===== src/isc_regs.svh =====
`ifndef ISC_REGS_SVH
`define ISC_REGS_SVH

// Register offsets
`define ISC_OFS_SEQUENCER_CONFIG    4'h0
`define ISC_OFS_PIXEL_PAIR_COUNT    4'h1
`define ISC_OFS_LINE_COUNT          4'h2
`define ISC_OFS_INTEGRATION_COUNT   4'h3
`define ISC_OFS_COLUMN_WINDOW_START 4'h4
`define ISC_OFS_READ_ROW_START      4'h5
`define ISC_OFS_RESET_ROW_START     4'h6
`define ISC_OFS_ARRAY_TEST_SUBSAMP  4'h7
`define ISC_OFS_OUTPUT_AMP_CONTROL  4'h8
`define ISC_OFS_COARSE_OFFSET       4'h9
`define ISC_OFS_FINE_OFFSET         4'hA
`define ISC_OFS_CONVERTER_CONTROL   4'hB

// Reset values
`define ISC_RST_SEQUENCER_CONFIG    12'h0C4
`define ISC_RST_PIXEL_PAIR_COUNT    12'h27F
`define ISC_RST_LINE_COUNT          12'h3FF
`define ISC_RST_INTEGRATION_COUNT   12'h7FF
`define ISC_RST_COLUMN_WINDOW_START 11'h000
`define ISC_RST_ROW_START           11'h000
`define ISC_RST_ARRAY_TEST_SUBSAMP  8'h00
`define ISC_RST_OUTPUT_AMP_CONTROL  7'h50
`define ISC_RST_OFFSET              7'h40
`define ISC_RST_CONVERTER_CONTROL   3'h3

// Upper limit for pixel pair count and column start (half of 1280)
`define ISC_COLUMN_LIMIT            12'h280

// Sequencer configuration fields
`define ISC_SEQ_SHUTTER_ROLLING     0
`define ISC_SEQ_FRAME_CAL_SLOW      1
`define ISC_SEQ_LINE_CAL_SLOW       2
`define ISC_SEQ_CONT_FEED           3
`define ISC_SEQ_ROW_DIV_LO          4
`define ISC_SEQ_SNAP_DIV_LO         6
`define ISC_SEQ_SLOPE_LVL_LO        8
`define ISC_SEQ_MULTI_SLOPE         10
`define ISC_SEQ_EXT_RESET_LEVEL     11

// Divider bases in system clocks
`define ISC_ROW_DIV_BASE            8'h04
`define ISC_SNAP_DIV_BASE           8'h20

// Row blanking: 3.5 us at the reference 25 ns pixel clock, counted in
// row sequencer ticks of the smallest divider
`define ISC_ROW_BLANK_NS            3500
`define ISC_REF_PERIOD_NS           25
`define ISC_ROW_BLANK_TICKS         (`ISC_ROW_BLANK_NS / (`ISC_REF_PERIOD_NS * 4))

`endif


===== src/isc_pkg.sv =====
package isc_pkg;

	typedef enum logic [1:0] {
		ISC_ROW_IDLE,
		ISC_ROW_BLANK,
		ISC_ROW_READ
	} isc_row_e;

	typedef logic [11:0] isc_word_t;

endpackage


===== src/isc_config_bank.sv =====
`timescale 1ns/1ps
`include "isc_regs.svh"

module isc_config_bank (
	// Clock, reset, enable
	input  wire logic        mclk,
	input  wire logic        rst,
	input  wire logic        ce,
	// Parallel configuration pins
	input  wire logic [3:0]  cfg_addr,
	input  wire logic [11:0] cfg_data,
	input  wire logic        cfg_load,
	input  wire logic [3:0]  cfg_rd_addr,
	output logic      [11:0] cfg_rd_data,
	// Sequencer pulses from the controller
	input  wire logic        frame_start,
	input  wire logic        row_clock,
	// Shutter and calibration
	output logic             shutter_rolling,
	output logic             cal_slow,
	output logic             cal_strobe,
	output logic             column_continuous_feed,
	output logic             column_precharge,
	// Sequencer clocks and readout
	output logic             row_seq_tick,
	output logic             snap_seq_tick,
	output logic             row_blank,
	output logic             pixel_valid,
	output logic             column_shift_en,
	output logic             odd_bus_sel,
	// Multiple slope
	output logic [1:0]       slope_level,
	output logic             multi_slope_on,
	output logic             external_reset_level,
	output logic             right_reset_supply_en,
	// Window
	output logic [11:0]      pixel_pair_count,
	output logic [11:0]      line_count,
	output logic [11:0]      integration_count,
	output logic [10:0]      column_window_start,
	output logic [10:0]      read_row_start,
	output logic [10:0]      reset_row_start,
	// Image core
	output logic             test_even,
	output logic             test_odd,
	output logic             column_decimate,
	output logic             column_pair_swap_a,
	output logic             column_pair_swap_b,
	output logic             row_decimate,
	output logic             row_pair_swap_a,
	output logic             row_pair_swap_b,
	// Amplifier and converter
	output logic [3:0]       amp_gain,
	output logic             amp_unity,
	output logic             amp_dual_out,
	output logic             amp_active,
	output logic [6:0]       coarse_offset,
	output logic [6:0]       fine_offset,
	output logic             output_bus_drive,
	output logic             gamma_on,
	output logic             output_invert
);

	// Pin synchronisers, first stage read only by second
	logic [3:0]  addr_s1_reg, addr_s2_reg;
	logic [11:0] data_s1_reg, data_s2_reg;
	logic [3:0]  rd_addr_s1_reg, rd_addr_s2_reg;
	logic [2:0]  load_sync_reg;
	logic [2:0]  frame_sync_reg;
	logic [2:0]  row_sync_reg;
	logic        wr_pulse;
	logic        frame_pulse;
	logic        row_pulse;

	always_ff @(posedge mclk) begin
		if (rst) begin
			addr_s1_reg    <= 4'h0;
			addr_s2_reg    <= 4'h0;
			data_s1_reg    <= 12'h000;
			data_s2_reg    <= 12'h000;
			rd_addr_s1_reg <= 4'h0;
			rd_addr_s2_reg <= 4'h0;
			load_sync_reg  <= 3'h0;
			frame_sync_reg <= 3'h0;
			row_sync_reg   <= 3'h0;
		end else if (ce) begin
			addr_s1_reg    <= cfg_addr;
			addr_s2_reg    <= addr_s1_reg;
			data_s1_reg    <= cfg_data;
			data_s2_reg    <= data_s1_reg;
			rd_addr_s1_reg <= cfg_rd_addr;
			rd_addr_s2_reg <= rd_addr_s1_reg;
			load_sync_reg  <= {load_sync_reg[1:0], cfg_load};
			frame_sync_reg <= {frame_sync_reg[1:0], frame_start};
			row_sync_reg   <= {row_sync_reg[1:0], row_clock};
		end
	end

	// Rising edges, taken from stages two and three only
	assign wr_pulse    = ce & load_sync_reg[1] & ~load_sync_reg[2];
	assign frame_pulse = ce & frame_sync_reg[1] & ~frame_sync_reg[2];
	assign row_pulse   = ce & row_sync_reg[1] & ~row_sync_reg[2];

	// Register file
	logic [11:0] sequencer_config_reg;
	logic [11:0] pixel_pair_count_reg;
	logic [11:0] line_count_reg;
	logic [11:0] integration_count_reg;
	logic [10:0] column_window_start_reg;
	logic [10:0] read_row_start_reg;
	logic [10:0] reset_row_start_reg;
	logic [7:0]  array_test_subsample_reg;
	logic [6:0]  output_amp_control_reg;
	logic [6:0]  coarse_offset_reg;
	logic [6:0]  fine_offset_reg;
	logic [2:0]  converter_control_reg;
	logic [11:0] pair_next;
	logic [11:0] col_start_next;

	// Values above half the array width are held at the limit
	assign pair_next      = (data_s2_reg > `ISC_COLUMN_LIMIT) ? `ISC_COLUMN_LIMIT : data_s2_reg;
	assign col_start_next = (data_s2_reg > `ISC_COLUMN_LIMIT) ? `ISC_COLUMN_LIMIT : data_s2_reg;

	always_ff @(posedge mclk) begin
		if (rst) begin
			sequencer_config_reg     <= `ISC_RST_SEQUENCER_CONFIG;
			pixel_pair_count_reg     <= `ISC_RST_PIXEL_PAIR_COUNT;
			line_count_reg           <= `ISC_RST_LINE_COUNT;
			integration_count_reg    <= `ISC_RST_INTEGRATION_COUNT;
			column_window_start_reg  <= `ISC_RST_COLUMN_WINDOW_START;
			read_row_start_reg       <= `ISC_RST_ROW_START;
			reset_row_start_reg      <= `ISC_RST_ROW_START;
			array_test_subsample_reg <= `ISC_RST_ARRAY_TEST_SUBSAMP;
			output_amp_control_reg   <= `ISC_RST_OUTPUT_AMP_CONTROL;
			coarse_offset_reg        <= `ISC_RST_OFFSET;
			fine_offset_reg          <= `ISC_RST_OFFSET;
			converter_control_reg    <= `ISC_RST_CONVERTER_CONTROL;
		end else if (wr_pulse) begin
			case (addr_s2_reg)
				`ISC_OFS_SEQUENCER_CONFIG: begin
					sequencer_config_reg <= data_s2_reg;
				end
				`ISC_OFS_PIXEL_PAIR_COUNT: begin
					pixel_pair_count_reg <= pair_next;
				end
				`ISC_OFS_LINE_COUNT: begin
					line_count_reg <= data_s2_reg;
				end
				`ISC_OFS_INTEGRATION_COUNT: begin
					integration_count_reg <= data_s2_reg;
				end
				`ISC_OFS_COLUMN_WINDOW_START: begin
					column_window_start_reg <= col_start_next[10:0];
				end
				`ISC_OFS_READ_ROW_START: begin
					read_row_start_reg <= data_s2_reg[10:0];
				end
				`ISC_OFS_RESET_ROW_START: begin
					reset_row_start_reg <= data_s2_reg[10:0];
				end
				`ISC_OFS_ARRAY_TEST_SUBSAMP: begin
					array_test_subsample_reg <= data_s2_reg[7:0];
				end
				`ISC_OFS_OUTPUT_AMP_CONTROL: begin
					output_amp_control_reg <= data_s2_reg[6:0];
				end
				`ISC_OFS_COARSE_OFFSET: begin
					coarse_offset_reg <= data_s2_reg[6:0];
				end
				`ISC_OFS_FINE_OFFSET: begin
					fine_offset_reg <= data_s2_reg[6:0];
				end
				`ISC_OFS_CONVERTER_CONTROL: begin
					converter_control_reg <= data_s2_reg[2:0];
				end
				default: begin
					// Reserved offsets take no write
				end
			endcase
		end
	end

	// Read back, registered; narrow registers zero-extended
	always_ff @(posedge mclk) begin
		if (rst) begin
			cfg_rd_data <= 12'h000;
		end else if (ce) begin
			case (rd_addr_s2_reg)
				`ISC_OFS_SEQUENCER_CONFIG:    cfg_rd_data <= sequencer_config_reg;
				`ISC_OFS_PIXEL_PAIR_COUNT:    cfg_rd_data <= pixel_pair_count_reg;
				`ISC_OFS_LINE_COUNT:          cfg_rd_data <= line_count_reg;
				`ISC_OFS_INTEGRATION_COUNT:   cfg_rd_data <= integration_count_reg;
				`ISC_OFS_COLUMN_WINDOW_START: cfg_rd_data <= {1'b0, column_window_start_reg};
				`ISC_OFS_READ_ROW_START:      cfg_rd_data <= {1'b0, read_row_start_reg};
				`ISC_OFS_RESET_ROW_START:     cfg_rd_data <= {1'b0, reset_row_start_reg};
				`ISC_OFS_ARRAY_TEST_SUBSAMP:  cfg_rd_data <= {4'h0, array_test_subsample_reg};
				`ISC_OFS_OUTPUT_AMP_CONTROL:  cfg_rd_data <= {5'h00, output_amp_control_reg};
				`ISC_OFS_COARSE_OFFSET:       cfg_rd_data <= {5'h00, coarse_offset_reg};
				`ISC_OFS_FINE_OFFSET:         cfg_rd_data <= {5'h00, fine_offset_reg};
				`ISC_OFS_CONVERTER_CONTROL:   cfg_rd_data <= {9'h000, converter_control_reg};
				default:                      cfg_rd_data <= 12'h000;
			endcase
		end
	end

	// Field outputs
	logic [1:0] row_div_sel;
	logic [1:0] snap_div_sel;

	assign row_div_sel  = sequencer_config_reg[`ISC_SEQ_ROW_DIV_LO +: 2];
	assign snap_div_sel = sequencer_config_reg[`ISC_SEQ_SNAP_DIV_LO +: 2];

	assign shutter_rolling        = sequencer_config_reg[`ISC_SEQ_SHUTTER_ROLLING];
	assign column_continuous_feed = sequencer_config_reg[`ISC_SEQ_CONT_FEED];
	assign slope_level            = sequencer_config_reg[`ISC_SEQ_SLOPE_LVL_LO +: 2];
	// Multiple slope only acts in snapshot mode
	assign multi_slope_on         = sequencer_config_reg[`ISC_SEQ_MULTI_SLOPE] & ~shutter_rolling;
	assign external_reset_level   = sequencer_config_reg[`ISC_SEQ_EXT_RESET_LEVEL];
	assign right_reset_supply_en  = ~sequencer_config_reg[`ISC_SEQ_EXT_RESET_LEVEL];

	assign pixel_pair_count    = pixel_pair_count_reg;
	assign line_count          = line_count_reg;
	assign integration_count   = integration_count_reg;
	assign column_window_start = column_window_start_reg;
	assign read_row_start      = read_row_start_reg;
	assign reset_row_start     = reset_row_start_reg;

	assign test_even          = array_test_subsample_reg[0];
	assign test_odd           = array_test_subsample_reg[1];
	assign column_decimate    = array_test_subsample_reg[2];
	assign column_pair_swap_a = array_test_subsample_reg[3];
	assign column_pair_swap_b = array_test_subsample_reg[4];
	assign row_decimate       = array_test_subsample_reg[5];
	assign row_pair_swap_a    = array_test_subsample_reg[6];
	assign row_pair_swap_b    = array_test_subsample_reg[7];

	assign amp_gain     = output_amp_control_reg[3:0];
	assign amp_unity    = output_amp_control_reg[4];
	assign amp_dual_out = output_amp_control_reg[5];
	assign amp_active   = output_amp_control_reg[6];
	assign coarse_offset = coarse_offset_reg;
	assign fine_offset   = fine_offset_reg;

	assign output_bus_drive = converter_control_reg[0];
	assign gamma_on         = ~converter_control_reg[1];
	assign output_invert    = converter_control_reg[2];

	// Sequencer clock dividers from one free-running count
	logic [7:0] div_cnt_reg;
	logic [7:0] row_mask;
	logic [7:0] snap_mask;

	assign row_mask  = 8'((`ISC_ROW_DIV_BASE << row_div_sel) - 8'h01);
	assign snap_mask = 8'((`ISC_SNAP_DIV_BASE << snap_div_sel) - 8'h01);

	always_ff @(posedge mclk) begin
		if (rst) begin
			div_cnt_reg <= 8'h00;
		end else if (ce) begin
			div_cnt_reg <= div_cnt_reg + 8'h01;
		end
	end

	assign row_seq_tick  = ce & ((div_cnt_reg & row_mask) == row_mask);
	assign snap_seq_tick = ce & ((div_cnt_reg & snap_mask) == snap_mask);

	// Calibration mode: frame setting on the first row, line setting after
	logic first_row_reg;

	always_ff @(posedge mclk) begin
		if (rst) begin
			first_row_reg <= 1'b1;
			cal_slow      <= 1'b0;
		end else if (frame_pulse) begin
			first_row_reg <= 1'b1;
			cal_slow      <= sequencer_config_reg[`ISC_SEQ_FRAME_CAL_SLOW];
		end else if (row_pulse) begin
			first_row_reg <= 1'b0;
			if (!first_row_reg) begin
				cal_slow <= sequencer_config_reg[`ISC_SEQ_LINE_CAL_SLOW];
			end
		end
	end

	// Row sequence: blanking measured in row ticks, then readout at pixel rate
	isc_pkg::isc_row_e row_state_reg;
	logic [7:0]        blank_cnt_reg;
	logic [11:0]       pair_cnt_reg;
	logic              phase_reg;

	always_ff @(posedge mclk) begin
		if (rst) begin
			row_state_reg <= isc_pkg::ISC_ROW_IDLE;
			blank_cnt_reg <= 8'h00;
			pair_cnt_reg  <= 12'h000;
			phase_reg     <= 1'b0;
		end else if (ce) begin
			if (row_pulse) begin
				row_state_reg <= isc_pkg::ISC_ROW_BLANK;
				blank_cnt_reg <= 8'h00;
				pair_cnt_reg  <= 12'h000;
				phase_reg     <= 1'b0;
			end else begin
				case (row_state_reg)
					isc_pkg::ISC_ROW_BLANK: begin
						// Slower row clock lengthens only this phase
						if (row_seq_tick) begin
							if (blank_cnt_reg == 8'(`ISC_ROW_BLANK_TICKS - 1)) begin
								row_state_reg <= isc_pkg::ISC_ROW_READ;
							end
							blank_cnt_reg <= blank_cnt_reg + 8'h01;
						end
					end
					isc_pkg::ISC_ROW_READ: begin
						// Two pixels per column shift, one per clock
						phase_reg <= ~phase_reg;
						if (phase_reg) begin
							if (pair_cnt_reg == pixel_pair_count_reg) begin
								row_state_reg <= isc_pkg::ISC_ROW_IDLE;
							end
							pair_cnt_reg <= pair_cnt_reg + 12'h001;
						end
					end
					default: begin
						row_state_reg <= isc_pkg::ISC_ROW_IDLE;
					end
				endcase
			end
		end
	end

	assign row_blank       = (row_state_reg == isc_pkg::ISC_ROW_BLANK);
	assign pixel_valid     = (row_state_reg == isc_pkg::ISC_ROW_READ);
	assign column_shift_en = pixel_valid & phase_reg;
	assign odd_bus_sel     = pixel_valid & phase_reg;

	// Calibration requested once per row blanking, precharge too unless continuous feed is set
	always_ff @(posedge mclk) begin
		if (rst) begin
			cal_strobe       <= 1'b0;
			column_precharge <= 1'b0;
		end else if (ce) begin
			cal_strobe       <= row_pulse;
			column_precharge <= row_pulse & ~sequencer_config_reg[`ISC_SEQ_CONT_FEED];
		end
	end

endmodule


===== config.mk =====
export PLATFORM = sky130hd
export DESIGN_NAME = isc_config_bank
export DESIGN_NICKNAME = d
export VERILOG_FILES = /design/src/isc_pkg.sv /design/src/isc_config_bank.sv
export VERILOG_INCLUDE_DIRS = /design/src
export SDC_FILE = /design/constraint.sdc
export NUM_CORES = 1
export LEC_CHECK = 0
export BUFFER_PORTS_ARGS = -buffer_cell sky130_fd_sc_hd__buf_2
export CAP_MARGIN = 10
export CORE_MARGIN = 3
export CORE_UTILIZATION = 40
export DETAILED_ROUTE_END_ITERATION = 7
export MAX_ROUTING_LAYER = met4
export PLACE_DENSITY = 0.61
export SLEW_MARGIN = 20
export SYNTH_ARGS = -nofsm -noshare
export SYNTH_HDL_FRONTEND = slang
export SYNTH_SLANG_ARGS = --single-unit

===== constraint.sdc =====
create_clock -name mclk -period 3.05 [get_ports mclk]
set_input_delay 0.4575 -clock mclk [delete_from_list [all_inputs] [get_ports mclk]]
set_output_delay 0.4575 -clock mclk [all_outputs]
set_load 0.01 [all_outputs]

==> metrics.md <==
| Metric | Value |
|---|---|
| Status | `complete, no violations` |
| Antenna violations before repair | `0` |
| Max VDD drop | `0.365 mV` |
| Antenna Nets Post-Route | `0` |
| Cells on Worst Hold Path | `3` |
| Largest net degree at the start of global routing | `just over 90` |
| Num CTS Buffers | `23` |
| Total number of vias | `7715` |
| Sequential Area | `around 4200 sq um` |
| Highest clock rate | `444 MHz` |
| Number of global-route vias before repair | `7276` |
| Library cells used by synthesis | `72` |
| H-Tree Depth | `1` |
| Crit. End Element | `primary output` |
| Row cnt | `54` |
| Die Area | `24600 sq um` |
| GR Util All Layers | `23.3%` |
| YS warnings | `0` |
| Starting Density | `41.3%` |
| CP startpoint kind | `flip-flop` |
| Max cap viols | `0` |
| Fin crit period | `2250 ps` |
| Final Skew | `9.46 ps` |
| First-iteration detailed-routing DRC count | `623` |
| Total gr overflow | `0` |
| Number of antenna diodes | `0` |
| CTS Hold Buffers Added | `0` |
| Setup_tns | `0 ps` |
| Dpl ws | `873 ps` |
| Setup CP Type | `reg2out` |
| Area leader, netlist | `dfxtp_1` |
| Synth Area per Inst | `9.25 sq um` |
| Drc violations | `0` |
| Post-CTS Setup Inserts | `0` |
| Via density | `5.49` |
| Top cells by area, synth | `dfxtp_1 (46%), mux2i_1 (14%), nor2_1 (6.4%), nand2_1 (4.0%), a21oi_1 (2.3%)` |
| Critical Path Fanout Max | `7` |
| Syn nets | `a little over 1k` |
| Max-slew headroom | `31.1%` |
| Seq/Total Area, Yosys | `between 40% and 50%` |
| Final setup violating endpoints | `0` |
| Worst reg-to-reg path cell count | `6` |
| Fill cell count | `around 2.1k` |
| HP Class | `in2reg` |
| CTS tree | `built` |
| Die Height | `157 microns` |
| # clock sinks | `209` |
| Arr. time, crit path | `roughly 1800 ps` |
| Core area | `between 20000 and 25000 sq um` |
| Final core occ | `49.0%` |
| Synth Cell Area | `9110 sq um` |
| Number of synthesized flops with an enable pin | `0` |
| Area Growth Syn to Fin | `18.9%` |
| FFs w/ async S/R, synth | `0%` |
| Top_reg_cell synth | `dfxtp_1` |
| Clk pin slew, worst setup/hold paths | `around 60 ps` |
| GP Congestion | `0.906` |
| Leakage | `4.48 nW` |
| Worst-Margin Slew | `1010 ps` |
| Area fraction of the dominant cell type after synthesis | `45.9%` |
| Cells after Synth | `about 990` |
| Share of cells above drive strength 1 | `a little over a fifth` |
| Post-DP Area | `between 10000 and 15000 sq um` |
| Final period util | `73.9%` |
| Width of the die | `157 microns` |
| RSZ-0062 raised after global routing | `no` |
| Post-route cell area | `10800 sq um` |
| DP HPWL | `20.4 mm` |
| Worst endpoint required time | `2590 ps` |
| Nets | `1143` |
| Drt wl/cell | `20.4 microns` |
| Pins Over Slew Limit | `0` |
| I/O pins | `between 150 and 200` |
| Clock Tree Root | `clkbuf_16` |
| Footprint of the multi-input gates | `between 4000 and 5000 sq um` |
| Post-cts resize count | `0` |
| WL final | `about 29 mm` |
| Count of final hold-check violations | `0` |
| Final worst setup slack | `796 ps` |
| DRT Pass-1 Iters | `5` |
| Worst-case clock buffer depth | `3` |
| First-pass GRT wire length | `43.4 mm` |
| Worst-Skew Late Latency | `~500 ps` |
| Port Buffers | `about 150` |
| Synthesized flop and latch total | `209` |
| PD cells | `544 nW/um^2` |
## layer usage
metal	global-route usage [%]	routed length, microns	up-vias
li1	-	-	3710
met1	32.5	13000	3642
met2	35.8	13000	318
met3	3.63	2040	45
met4	5.13	637	0
met5	-	0	-
## worst max-delay path, cell delays in order (launching register included)
cell	delay (ps)
dfxtp_1	370
ha_1	200
nand2_1	100
a21oi_2	320
and2_1	180
buf_2	130
## kinds of logic (layout without fill, tap and decap cells)
family	after synthesis	count (layout)	share of synthesized area, %
DFF	209	209	45.9
xor gates and xnor gates	32	32	3.08
AOI/OAI and AO/OA	136	136	10.1
buffers and inverters	86	227	4.28
muxes	146	146	17.0
adders and majority gates	4	4	0.549
and+or+nand+nor	372	372	19.0
## report_power, final
group	total, mW	internal (mW)	switching [mW]
sequential	2.83	2.77	0.0540
combinational	0.305	0.115	0.191
clock	2.76	1.69	1.07
total	5.90	4.58	1.32
## cell usage in the layout, fill, tap and decap left out, types with 9 or more instances in the layout
master	n
xnor2_1	19
nand4_1	19
xor2_1	13
o21ai_1	13
a22oi_1	14
nor2b_1	13
a21oi_1	41
nor2_1	155
o21ai_0	9
buf_2	152
inv_1	12
nand2_1	97
nand3_1	24
dfxtp_1	208
nor3_1	10
mux2i_1	132
buf_4	22
clkbuf_16	23
and3_1	14
## stage by stage
stage | std cells | hold WS (ps) | power, mW
global placement | 1368 | 451 | 3.19
floorplan | 985 | 436 | 3.08
global route | 1406 | 189 | 6.08
detailed placement | 1368 | 459 | 3.19
CTS | 1406 | 185 | 5.94
finish | 1406 | 193 | 5.90
## Yosys cell counts, types with 13 or more instances
cell type	instances
and3_1	14
nand4_1	19
nor2_1	155
o21ai_1	13
clkbuf_1	36
xor2_1	13
xnor2_1	19
a21oi_1	41
dfxtp_1	209
mux2i_1	132
nand2_1	97
nand3_1	24
a22oi_1	14
buf_2	21
nor2b_1	13
## final cells by class
| cell class | instances | area share (%) |
|---|---|---|
| sequential | 209 | 38.6 |
| multi-input combinational | 690 | 41.9 |
| inverter | 13 | 0.450 |
| timing repair buffer | 176 | 8.91 |
| clock buffer | 34 | 6.25 |
| clock inverter | 4 | 0.647 |
| tap | 280 | 3.23 |
## path summary, 6_finish.rpt
| check | from | to | slack [ps] |
|---|---|---|---|
| worst max-delay path | div_cnt_reg[0] | row_seq_tick | 800 |
| worst min-delay path | cfg_data[8] | data_s1_reg[8] | 190 |
| worst max register to register | rd_addr_s2_reg[0] | cfg_rd_data[10] | 840 |
| worst min register to register | first_row_reg | first_row_reg | 480 |
Power figures use the tool's default switching activity.
